<file path="config.mk">
export PLATFORM = sky130hd
export DESIGN_NAME = video_out_port_signal_select
export DESIGN_NICKNAME = d
export VERILOG_FILES = /design/src/rtl/vop_pkg.sv /design/src/rtl/video_out_port_signal_select.sv /design/src/rtl/vop_edge_sync.sv
export VERILOG_INCLUDE_DIRS = /design/src /design/src/rtl
export SDC_FILE = /design/constraint.sdc
export NUM_CORES = 1
export LEC_CHECK = 0
export BUFFER_PORTS_ARGS = -buffer_cell sky130_fd_sc_hd__clkbuf_2
export CAP_MARGIN = 20
export CORE_ASPECT_RATIO = 1.2
export CORE_MARGIN = 2
export CORE_UTILIZATION = 30
export DETAILED_ROUTE_END_ITERATION = 12
export GPL_ROUTABILITY_DRIVEN = 1
export HOLD_SLACK_MARGIN = 0.1
export PLACE_DENSITY = 0.47
export SLEW_MARGIN = 20
export SYNTH_ARGS = -nofsm -noshare
export SYNTH_HDL_FRONTEND = slang
export SYNTH_SLANG_ARGS = --single-unit
export TNS_END_PERCENT = 1
</file>
<file path="constraint.sdc">
create_clock -name mclk -period 3.75 [get_ports mclk]
set_input_delay 0.75 -clock mclk [delete_from_list [all_inputs] [get_ports mclk]]
set_output_delay 0.75 -clock mclk [all_outputs]
set_load 0.05 [all_outputs]
</file>
<file path="src/rtl/vop_defines.svh">
// Constants for the video output port signal select block.
`ifndef VOP_DEFINES_SVH
`define VOP_DEFINES_SVH

// ==========================================================================
// Register offsets
`define VOP_ADDR_SYNC_GP   8'h84
`define VOP_ADDR_POL_SWAP  8'h85
`define VOP_ADDR_FIFO_ARB  8'h86
`define VOP_RESET_VAL      8'h00
`define VOP_UNMAPPED_READ  8'h00

// ==========================================================================
// Field positions in the sync and general-purpose select register
`define VOP_HREF_SEL_LO    0
`define VOP_VREF_SEL_LO    2
`define VOP_GP1_SEL_LO     4
`define VOP_GP0_SEL_LO     6
// Field positions in the polarity, range and swap register
`define VOP_QUAL_INV       0
`define VOP_HREF_INV       1
`define VOP_VREF_INV       2
`define VOP_GP1_INV        3
`define VOP_GP0_INV        4
`define VOP_RANGE_LIM      5
`define VOP_SWAP_LO        6
// Field positions in the FIFO flag register
`define VOP_AE_LVL_LO      0
`define VOP_AF_LVL_LO      2
`define VOP_GP1_SEL_HI     4
`define VOP_GP0_SEL_HI     5

// ==========================================================================
// Video value limits
`define VOP_WIDE_LO        8'h01
`define VOP_WIDE_HI        8'hfe
`define VOP_NARROW_LO      8'h08
`define VOP_NARROW_HI      8'hf7

// ==========================================================================
// FIFO levels in words
`define VOP_AF_16          6'h10
`define VOP_AF_24          6'h18
`define VOP_AF_28          6'h1c
`define VOP_AF_32          6'h20
`define VOP_AE_16          6'h10
`define VOP_AE_8           6'h08
`define VOP_AE_4           6'h04
`define VOP_AE_0           6'h00
`define VOP_FILLED_LVL     6'h08

`endif

</file>
<file path="src/rtl/vop_pkg.sv">
// Types shared by the video output port signal select block.
package vop_pkg;

  // ========================================================================
  // State of the pin edge finder.
  typedef struct packed {
    logic s1;
    logic s2;
    logic s3;
  } sync_st_t;

  // ========================================================================
  // State of the signal select block.
  typedef struct packed {
    logic [7:0]  r84;
    logic [7:0]  r85;
    logic [7:0]  r86;
    logic [7:0]  rdata;
    logic        h_prev;
    logic        hx_prev;
    logic        v_prev;
    logic        vr_prev;
    logic        qual;
    logic        href;
    logic        vref;
    logic        gp1;
    logic        gp0;
    logic [31:0] data;
  } st_t;

endpackage

</file>
<file path="src/rtl/video_out_port_signal_select.sv">
// Output signal selection, polarity, range limit and byte swap for the video port.
// Operation
// - Horizontal select gives gate, extended gate, gate-edge pulse or extended-edge pulse.
// - Extended gate frames scaler lines, passes input horizontal reference outside window.
// - Vertical select gives gate, input reference, gate pulse or input-reference pulse.
// - General output one uses three-bit selector over eight sources.
// - General output zero has its own selector with identical encoding.
// - Field ID and task flag follow their definition bits.
// - Sliced-data flag is high exactly while sliced data words are delivered.
// - Constant source is zero; only inversion sets the pin level.
// - FIFO flags are almost filled, overflow, almost full, almost empty.
// - Each of five outputs has a polarity bit; one inverts.
// - Range bit clips video to 1..254 or 8..247.
// - Swap field reorders the four bytes of each output word.
// - Qualifier pin carries data valid or gated port clock.
// - Almost full threshold is 16, 24, 28 or 32 words.
// - Almost empty threshold is under 16, 8, 4 words, or zero.
`timescale 1ns/1ns
`default_nettype none
`include "vop_defines.svh"

module video_out_port_signal_select (
  input  wire logic        mclk,
  input  wire logic        rst_b,
  input  wire logic        reg_wr,
  input  wire logic [7:0]  reg_addr,
  input  wire logic [7:0]  reg_wdata,
  output var  logic [7:0]  reg_rdata,
  input  wire logic        port_clk,
  input  wire logic        out_field_id_def,
  input  wire logic        task_flag_level_def,
  input  wire logic        qualifier_clock_gate_sel,
  input  wire logic        scaler_window,
  input  wire logic        h_gate,
  input  wire logic        h_ref_in,
  input  wire logic        v_gate,
  input  wire logic        v_ref_in,
  input  wire logic        field_id_scaler,
  input  wire logic        field_id_slicer,
  input  wire logic        task_flag_in,
  input  wire logic        sliced_active,
  input  wire logic [5:0]  fifo_level,
  input  wire logic        fifo_overflow,
  input  wire logic        data_valid,
  input  wire logic        data_is_timing_ref,
  input  wire logic [31:0] data_word,
  output var  logic        port_data_qualifier,
  output var  logic        horiz_ref_out,
  output var  logic        vert_ref_out,
  output var  logic        gp_out_one,
  output var  logic        gp_out_zero,
  output var  logic [31:0] port_data
);

  vop_pkg::st_t q;
  vop_pkg::st_t d;
  logic         pclk_level;
  logic         port_rise;
  logic [2:0]   gp1_sel;
  logic [2:0]   gp0_sel;
  logic [1:0]   swap;
  logic         range_lim;
  logic         almost_full_flag;
  logic         almost_empty_flag;
  logic         almost_filled_flag;
  logic         h_ext;
  logic         field_src;
  logic         task_src;

  // ========================================================================
  // The port clock is a pin, so it is synchronised before its edge is used.
  vop_edge_sync u_pclk (
    .mclk  (mclk),
    .rst_b (rst_b),
    .pin   (port_clk),
    .level (pclk_level),
    .rise  (port_rise)
  );

  // ========================================================================
  // Selector fields gathered from the registers.
  assign gp1_sel   = {q.r86[`VOP_GP1_SEL_HI], q.r84[`VOP_GP1_SEL_LO +: 2]};
  assign gp0_sel   = {q.r86[`VOP_GP0_SEL_HI], q.r84[`VOP_GP0_SEL_LO +: 2]};
  assign swap      = q.r85[`VOP_SWAP_LO +: 2];
  assign range_lim = q.r85[`VOP_RANGE_LIM];

  // FIFO flags: almost full and almost empty from the programmed levels, almost filled from the fixed level of 8 words.
  always_comb begin
    case (q.r86[`VOP_AF_LVL_LO +: 2])
      2'b00:   almost_full_flag = fifo_level >= `VOP_AF_16;
      2'b01:   almost_full_flag = fifo_level >= `VOP_AF_24;
      2'b10:   almost_full_flag = fifo_level >= `VOP_AF_28;
      default: almost_full_flag = fifo_level >= `VOP_AF_32;
    endcase
    case (q.r86[`VOP_AE_LVL_LO +: 2])
      2'b00:   almost_empty_flag = fifo_level < `VOP_AE_16;
      2'b01:   almost_empty_flag = fifo_level < `VOP_AE_8;
      2'b10:   almost_empty_flag = fifo_level < `VOP_AE_4;
      default: almost_empty_flag = fifo_level == `VOP_AE_0;
    endcase
    almost_filled_flag = fifo_level >= `VOP_FILLED_LVL;
  end

  // Extended gate and the field and task sources.
  assign h_ext     = scaler_window ? h_gate : h_ref_in;
  assign field_src = out_field_id_def ? field_id_slicer : field_id_scaler;
  assign task_src  = task_flag_level_def ? ~task_flag_in : task_flag_in;

  // ========================================================================
  // Eight-way source mux shared by both general-purpose outputs.
  function automatic logic gp_mux(input logic [2:0] sel, input logic fid,
                                  input logic tsk, input logic slc,
                                  input logic afl, input logic ovf,
                                  input logic afu, input logic aem);
    case (sel)
      3'b000:  gp_mux = fid;
      3'b001:  gp_mux = tsk;
      3'b010:  gp_mux = slc;
      3'b011:  gp_mux = 1'b0;
      3'b100:  gp_mux = afl;
      3'b101:  gp_mux = ovf;
      3'b110:  gp_mux = afu;
      default: gp_mux = aem;
    endcase
  endfunction

  // Clip one pixel byte; timing reference bytes are never clipped.
  function automatic logic [7:0] clip(input logic [7:0] b, input logic lim);
    logic [7:0] lo;
    logic [7:0] hi;
    lo = lim ? `VOP_NARROW_LO : `VOP_WIDE_LO;
    hi = lim ? `VOP_NARROW_HI : `VOP_WIDE_HI;
    if (b < lo) begin
      clip = lo;
    end else if (b > hi) begin
      clip = hi;
    end else begin
      clip = b;
    end
  endfunction

  // ========================================================================
  // Next state: register writes, read data and the port-clock outputs.
  always_comb begin
    d = q;
    if (reg_wr) begin
      case (reg_addr)
        `VOP_ADDR_SYNC_GP:  d.r84 = reg_wdata;
        `VOP_ADDR_POL_SWAP: d.r85 = reg_wdata;
        `VOP_ADDR_FIFO_ARB: d.r86 = reg_wdata;
        default:            d.r84 = q.r84;
      endcase
    end
    // Reads return the stored value, unmapped addresses read as zero.
    case (reg_addr)
      `VOP_ADDR_SYNC_GP:  d.rdata = q.r84;
      `VOP_ADDR_POL_SWAP: d.rdata = q.r85;
      `VOP_ADDR_FIFO_ARB: d.rdata = q.r86;
      default:            d.rdata = `VOP_UNMAPPED_READ;
    endcase
    // Reference, general and data outputs move only on a port clock edge so they stay aligned with data.
    if (port_rise) begin
      d.h_prev  = h_gate;
      d.hx_prev = h_ext;
      d.v_prev  = v_gate;
      d.vr_prev = v_ref_in;
      case (q.r84[`VOP_HREF_SEL_LO +: 2])
        2'b00:   d.href = h_gate;
        2'b01:   d.href = h_ext;
        2'b10:   d.href = h_gate & ~q.h_prev;
        default: d.href = h_ext & ~q.hx_prev;
      endcase
      case (q.r84[`VOP_VREF_SEL_LO +: 2])
        2'b00:   d.vref = v_gate;
        2'b01:   d.vref = v_ref_in;
        2'b10:   d.vref = v_gate & ~q.v_prev;
        default: d.vref = v_ref_in & ~q.vr_prev;
      endcase
      d.href = d.href ^ q.r85[`VOP_HREF_INV];
      d.vref = d.vref ^ q.r85[`VOP_VREF_INV];
      d.gp1  = gp_mux(gp1_sel, field_src, task_src, sliced_active, almost_filled_flag,
                      fifo_overflow, almost_full_flag, almost_empty_flag)
               ^ q.r85[`VOP_GP1_INV];
      d.gp0  = gp_mux(gp0_sel, field_src, task_src, sliced_active, almost_filled_flag,
                      fifo_overflow, almost_full_flag, almost_empty_flag)
               ^ q.r85[`VOP_GP0_INV];
      // Lane i takes source byte i xor swap, for timing and pixel bytes alike.
      for (int i = 0; i < 4; i++) begin
        d.data[8*i +: 8] = data_is_timing_ref ? data_word[8*(i ^ int'(swap)) +: 8]
                         : clip(data_word[8*(i ^ int'(swap)) +: 8], range_lim);
      end
    end
    // The gated clock form follows the port clock level, so it is not held.
    if (qualifier_clock_gate_sel) begin
      d.qual = (data_valid & pclk_level) ^ q.r85[`VOP_QUAL_INV];
    end else if (port_rise) begin
      d.qual = data_valid ^ q.r85[`VOP_QUAL_INV];
    end
  end

  always_ff @(posedge mclk or negedge rst_b) begin
    if (!rst_b) begin
      q <= '0;
    end else begin
      q <= d;
    end
  end

  // Every output is a field of the registered state.
  assign reg_rdata           = q.rdata;
  assign port_data_qualifier = q.qual;
  assign horiz_ref_out       = q.href;
  assign vert_ref_out        = q.vref;
  assign gp_out_one          = q.gp1;
  assign gp_out_zero         = q.gp0;
  assign port_data           = q.data;
endmodule // video_out_port_signal_select

`default_nettype wire

</file>
<file path="src/rtl/vop_edge_sync.sv">
// Two-flop synchroniser with rising edge finder for a pin input.
`timescale 1ns/1ns
`default_nettype none

module vop_edge_sync (
  input  wire logic mclk,
  input  wire logic rst_b,
  input  wire logic pin,
  output var  logic level,
  output var  logic rise
);

  vop_pkg::sync_st_t q;
  vop_pkg::sync_st_t d;

  // ========================================================================
  // The first flop feeds only the second; the edge finder looks further on.
  always_comb begin
    d    = q;
    d.s1 = pin;
    d.s2 = q.s1;
    d.s3 = q.s2;
  end

  always_ff @(posedge mclk or negedge rst_b) begin
    if (!rst_b) begin
      q <= '0;
    end else begin
      q <= d;
    end
  end

  // Level and edge seen after synchronisation.
  assign level = q.s2;
  assign rise  = q.s2 & ~q.s3;

endmodule // vop_edge_sync

`default_nettype wire

</file>
==> results.cfg <==
[placement]
pre_cts_slack_ns = 0.7017
numPortBuffers = 117
gp_routability_congestion = 0.8679
place_inst = 798
dpl.hpwl_um = 10840
placed_area_sq_mm = 0.005703

[power]
leakagePower_nw = 2.869
power.share.sequential = 0.371
power_frac_comb = 0.252
power.switching_mw = 0.8775
powerDensity_mw_per_mm2 = 426.0
p_int_mw = 1.692
ir_drop_v = 0.0002108
swShare = 0.3415
power_frac_clock = 0.378

[grt]
grt_util_all_layers = 0.1597
grt_pass1_wl_um = 22750
top_usage_layer = met2
use_met2 = 0.2749
antenna_found_initial = 0
grt_util_met3 = 0.03479
grt_pass1_vias = 4133
overflow = 0
grt_max_degree = 77
grt_util_met1 = 0.1873

[cts]
clockBufferDepth = 2
clk_pin_slew_ns = 0.07
insertion_delay_ns = 0.36
h-tree-depth = 3
cts_tree = done
cts_buffers = 9
ctsResizeCount = 0
post_cts_buffers = 0
clock-root-buffer = clkbuf_16
cts.sinks = 76
cts_hold_buf = 0

[finish]
fill_cells = 1756
nNetsFinal = 682
n_antenna_cell = 0
fin_area_sq_mm = 0.006032
area_growth_pct = 14.84
layout-drive-gt1-share = 0.3266
stdcell_count = 814

[routing]
antenna_left = 0
dr.pass1.iters = 4
vias_per_cell = 5.111
first_iter_violations = 246
wire_per_inst_um = 17.64
route.detailed.drc = 0
wirelength_um = 14360
dr_total_vias = 4160

[logic_synthesis]
avgSynthCellArea_sq_um = 10.18
syn_area_sq_mm = 0.005253
ys_warn_count = 0
async_reset_ff_frac = 1.000
ys.flop_type = dfrtp_1
synth_edf_count = 0
ys_seq_area_frac = 0.3621
syn-num-nets = 609
synth-seq-cells = 76
yosysUniqueCellTypes = 50
synth_cells = 516

[timing]
hold_viol = 0
fmaxAchievable_ghz = 0.3439
max_slew.worst_pin.slew_ns = 1.007
min_period_ns = 2.908
setup_viol = 0
rsz0062_at_grt = false
slew_viol_final = 0
setup-tns-final_ns = 0
period_share = 0.7755
layout_setup_ws_ns = 0.8419
finClkSkew_ns = 0.008430
finalHoldWorstSlack_ns = 0.3527
slew_headroom = 0.3287

[die]
io-pin-count = 118
die_x_um = 124.8
initial_core_util = 0.3035
die_y_um = 149.0
core_sq_mm = 0.01731
die_area_sq_mm = 0.01859
fp-row-count = 53

[critical_path]
start_kind = flop
rr_worst_depth = 6
arrival_ns = 3.19
crit-reg2reg-launch = q[63]
critPathCaptureType = flop
r2r_slack_ns = 0.84
critPathRequiredTime_ns = 4.03
worst_r2r_endpoint = port_data[11]
cp_max_fo = 26
critPathKind = reg2reg

[hold_path]
hp-class = reg2reg
min_to = u_pclk.level
min_from = u_pclk.d[1]
whs_path_depth = 0

[job]
cap_viol_max_count = 0

[run_status]
status = finished, final reports clean
-- registers in the layout (all words and copies together) (netlist names), 3 cells and up --
register and count:
gp0_sel 3, gp1_sel 3, port_data 32, q 22, reg_rdata 8
-- power by group through the flow --
stage | clock (mW) | combinational (mW) | sequential, mW
3_5_place_dp | 0 | 0.653 | 0.969
6_report | 0.970 | 0.647 | 0.952
5_1_grt | 1.04 | 0.702 | 0.964
4_1_cts | 0.995 | 0.655 | 0.954
2_1_floorplan | 0 | 0.511 | 0.971
3_3_place_gp | 0 | 0.646 | 0.966
-- how the worst max path moves through the flow --
stage             startpoint       endpoint  slack, ns
5_1_grt                q[63]  port_data[19]       0.66
6_report               q[63]  port_data[11]       0.84
3_5_place_dp   data_word[27]   port_data[3]       0.70
4_1_cts                q[63]  port_data[11]       0.82
2_1_floorplan          q[63]  port_data[27]       0.83
3_3_place_gp   data_word[27]   port_data[3]       0.75
-- cells in the final DEF, fill, tap and decap left out, drive strengths merged, types with 5 or more instances in the layout --
| master | instances |
|---|---|
| ha | 20 |
| nor3 | 10 |
| clkinv | 5 |
| o21ai | 12 |
| mux2i | 17 |
| o21bai | 8 |
| mux4 | 29 |
| a22o | 8 |
| nand2 | 89 |
| a31oi | 5 |
| nor2 | 50 |
| clkbuf | 125 |
| nand3 | 7 |
| nor2b | 7 |
| nand4 | 5 |
| buf | 9 |
| a21oi | 25 |
| o31ai | 10 |
| dfrtp | 76 |
| inv | 12 |
| mux2 | 27 |
| or3 | 7 |
-- critical path: stages (launching register included) --
cell	delay, ns
dfrtp_1	0.61
buf_4	0.46
mux4_1	0.72
a311o_2	0.46
mux2i_1	0.13
or3_1	0.31
a21oi_1	0.14
-- synthesized netlist by cell type, types with 3 or more instances --
cell type | n | area share
a21oi_1 | 25 | 0.024
a221oi_1 | 4 | 0.0067
a22o_1 | 8 | 0.013
a31oi_1 | 5 | 0.0060
buf_4 | 43 | 0.061
buf_6 | 5 | 0.011
clkbuf_1 | 10 | 0.0071
dfrtp_1 | 76 | 0.36
ha_1 | 20 | 0.048
inv_1 | 11 | 0.0079
mux2_2 | 25 | 0.054
mux2i_1 | 17 | 0.032
mux4_1 | 10 | 0.050
mux4_2 | 19 | 0.081
nand2_1 | 89 | 0.064
nand2b_1 | 3 | 0.0036
nand3_1 | 7 | 0.0067
nand4_1 | 5 | 0.0060
nor2_1 | 50 | 0.036
nor2b_1 | 7 | 0.0083
nor3_1 | 9 | 0.0086
o21ai_0 | 12 | 0.011
o21bai_1 | 8 | 0.011
o31ai_1 | 10 | 0.014
or3_1 | 7 | 0.0083
-- cell families after synthesis --
group / synth area share
multiplexers: 0.2218
XOR/XNOR: 0.005003
AND/OR/NAND/NOR: 0.1513
adder cells (fa/ha/maj): 0.04764
buffers and inverters: 0.09957
AO/OA/AOI/OAI: 0.1127
flip-flops: 0.3621
-- per-layer routing --
layer | wire length [um] | vias to the layer above | share of wire
li1 | - | 1971 | -
met1 | 5994 | 2054 | 0.42
met2 | 7205 | 113 | 0.50
met3 | 675 | 22 | 0.047
met4 | 488 | 0 | 0.034
met5 | 0 | - | 0
-- metrics by stage --
step                      power, mW    util
after floorplan               1.482       -
after global placement        1.613  0.3295
after detailed placement      1.622  0.3295
after CTS                     2.605  0.3483
after global routing          2.701  0.3485
final                         2.570  0.3485
-- layout make-up --
type / instances / area (sq um) / area share
well taps: 220 / 275.3 / 0.04563
inverters: 12 / 45.04 / 0.007467
clock buffers: 9 / 225.2 / 0.03734
repair buffers: 125 / 651.9 / 0.1081
flip-flops and latches: 76 / 1902 / 0.3153
multi-input cells: 365 / 2833 / 0.4696
clock inverters: 7 / 100.1 / 0.01659
Note: power is estimated with default switching activity, not from simulation.
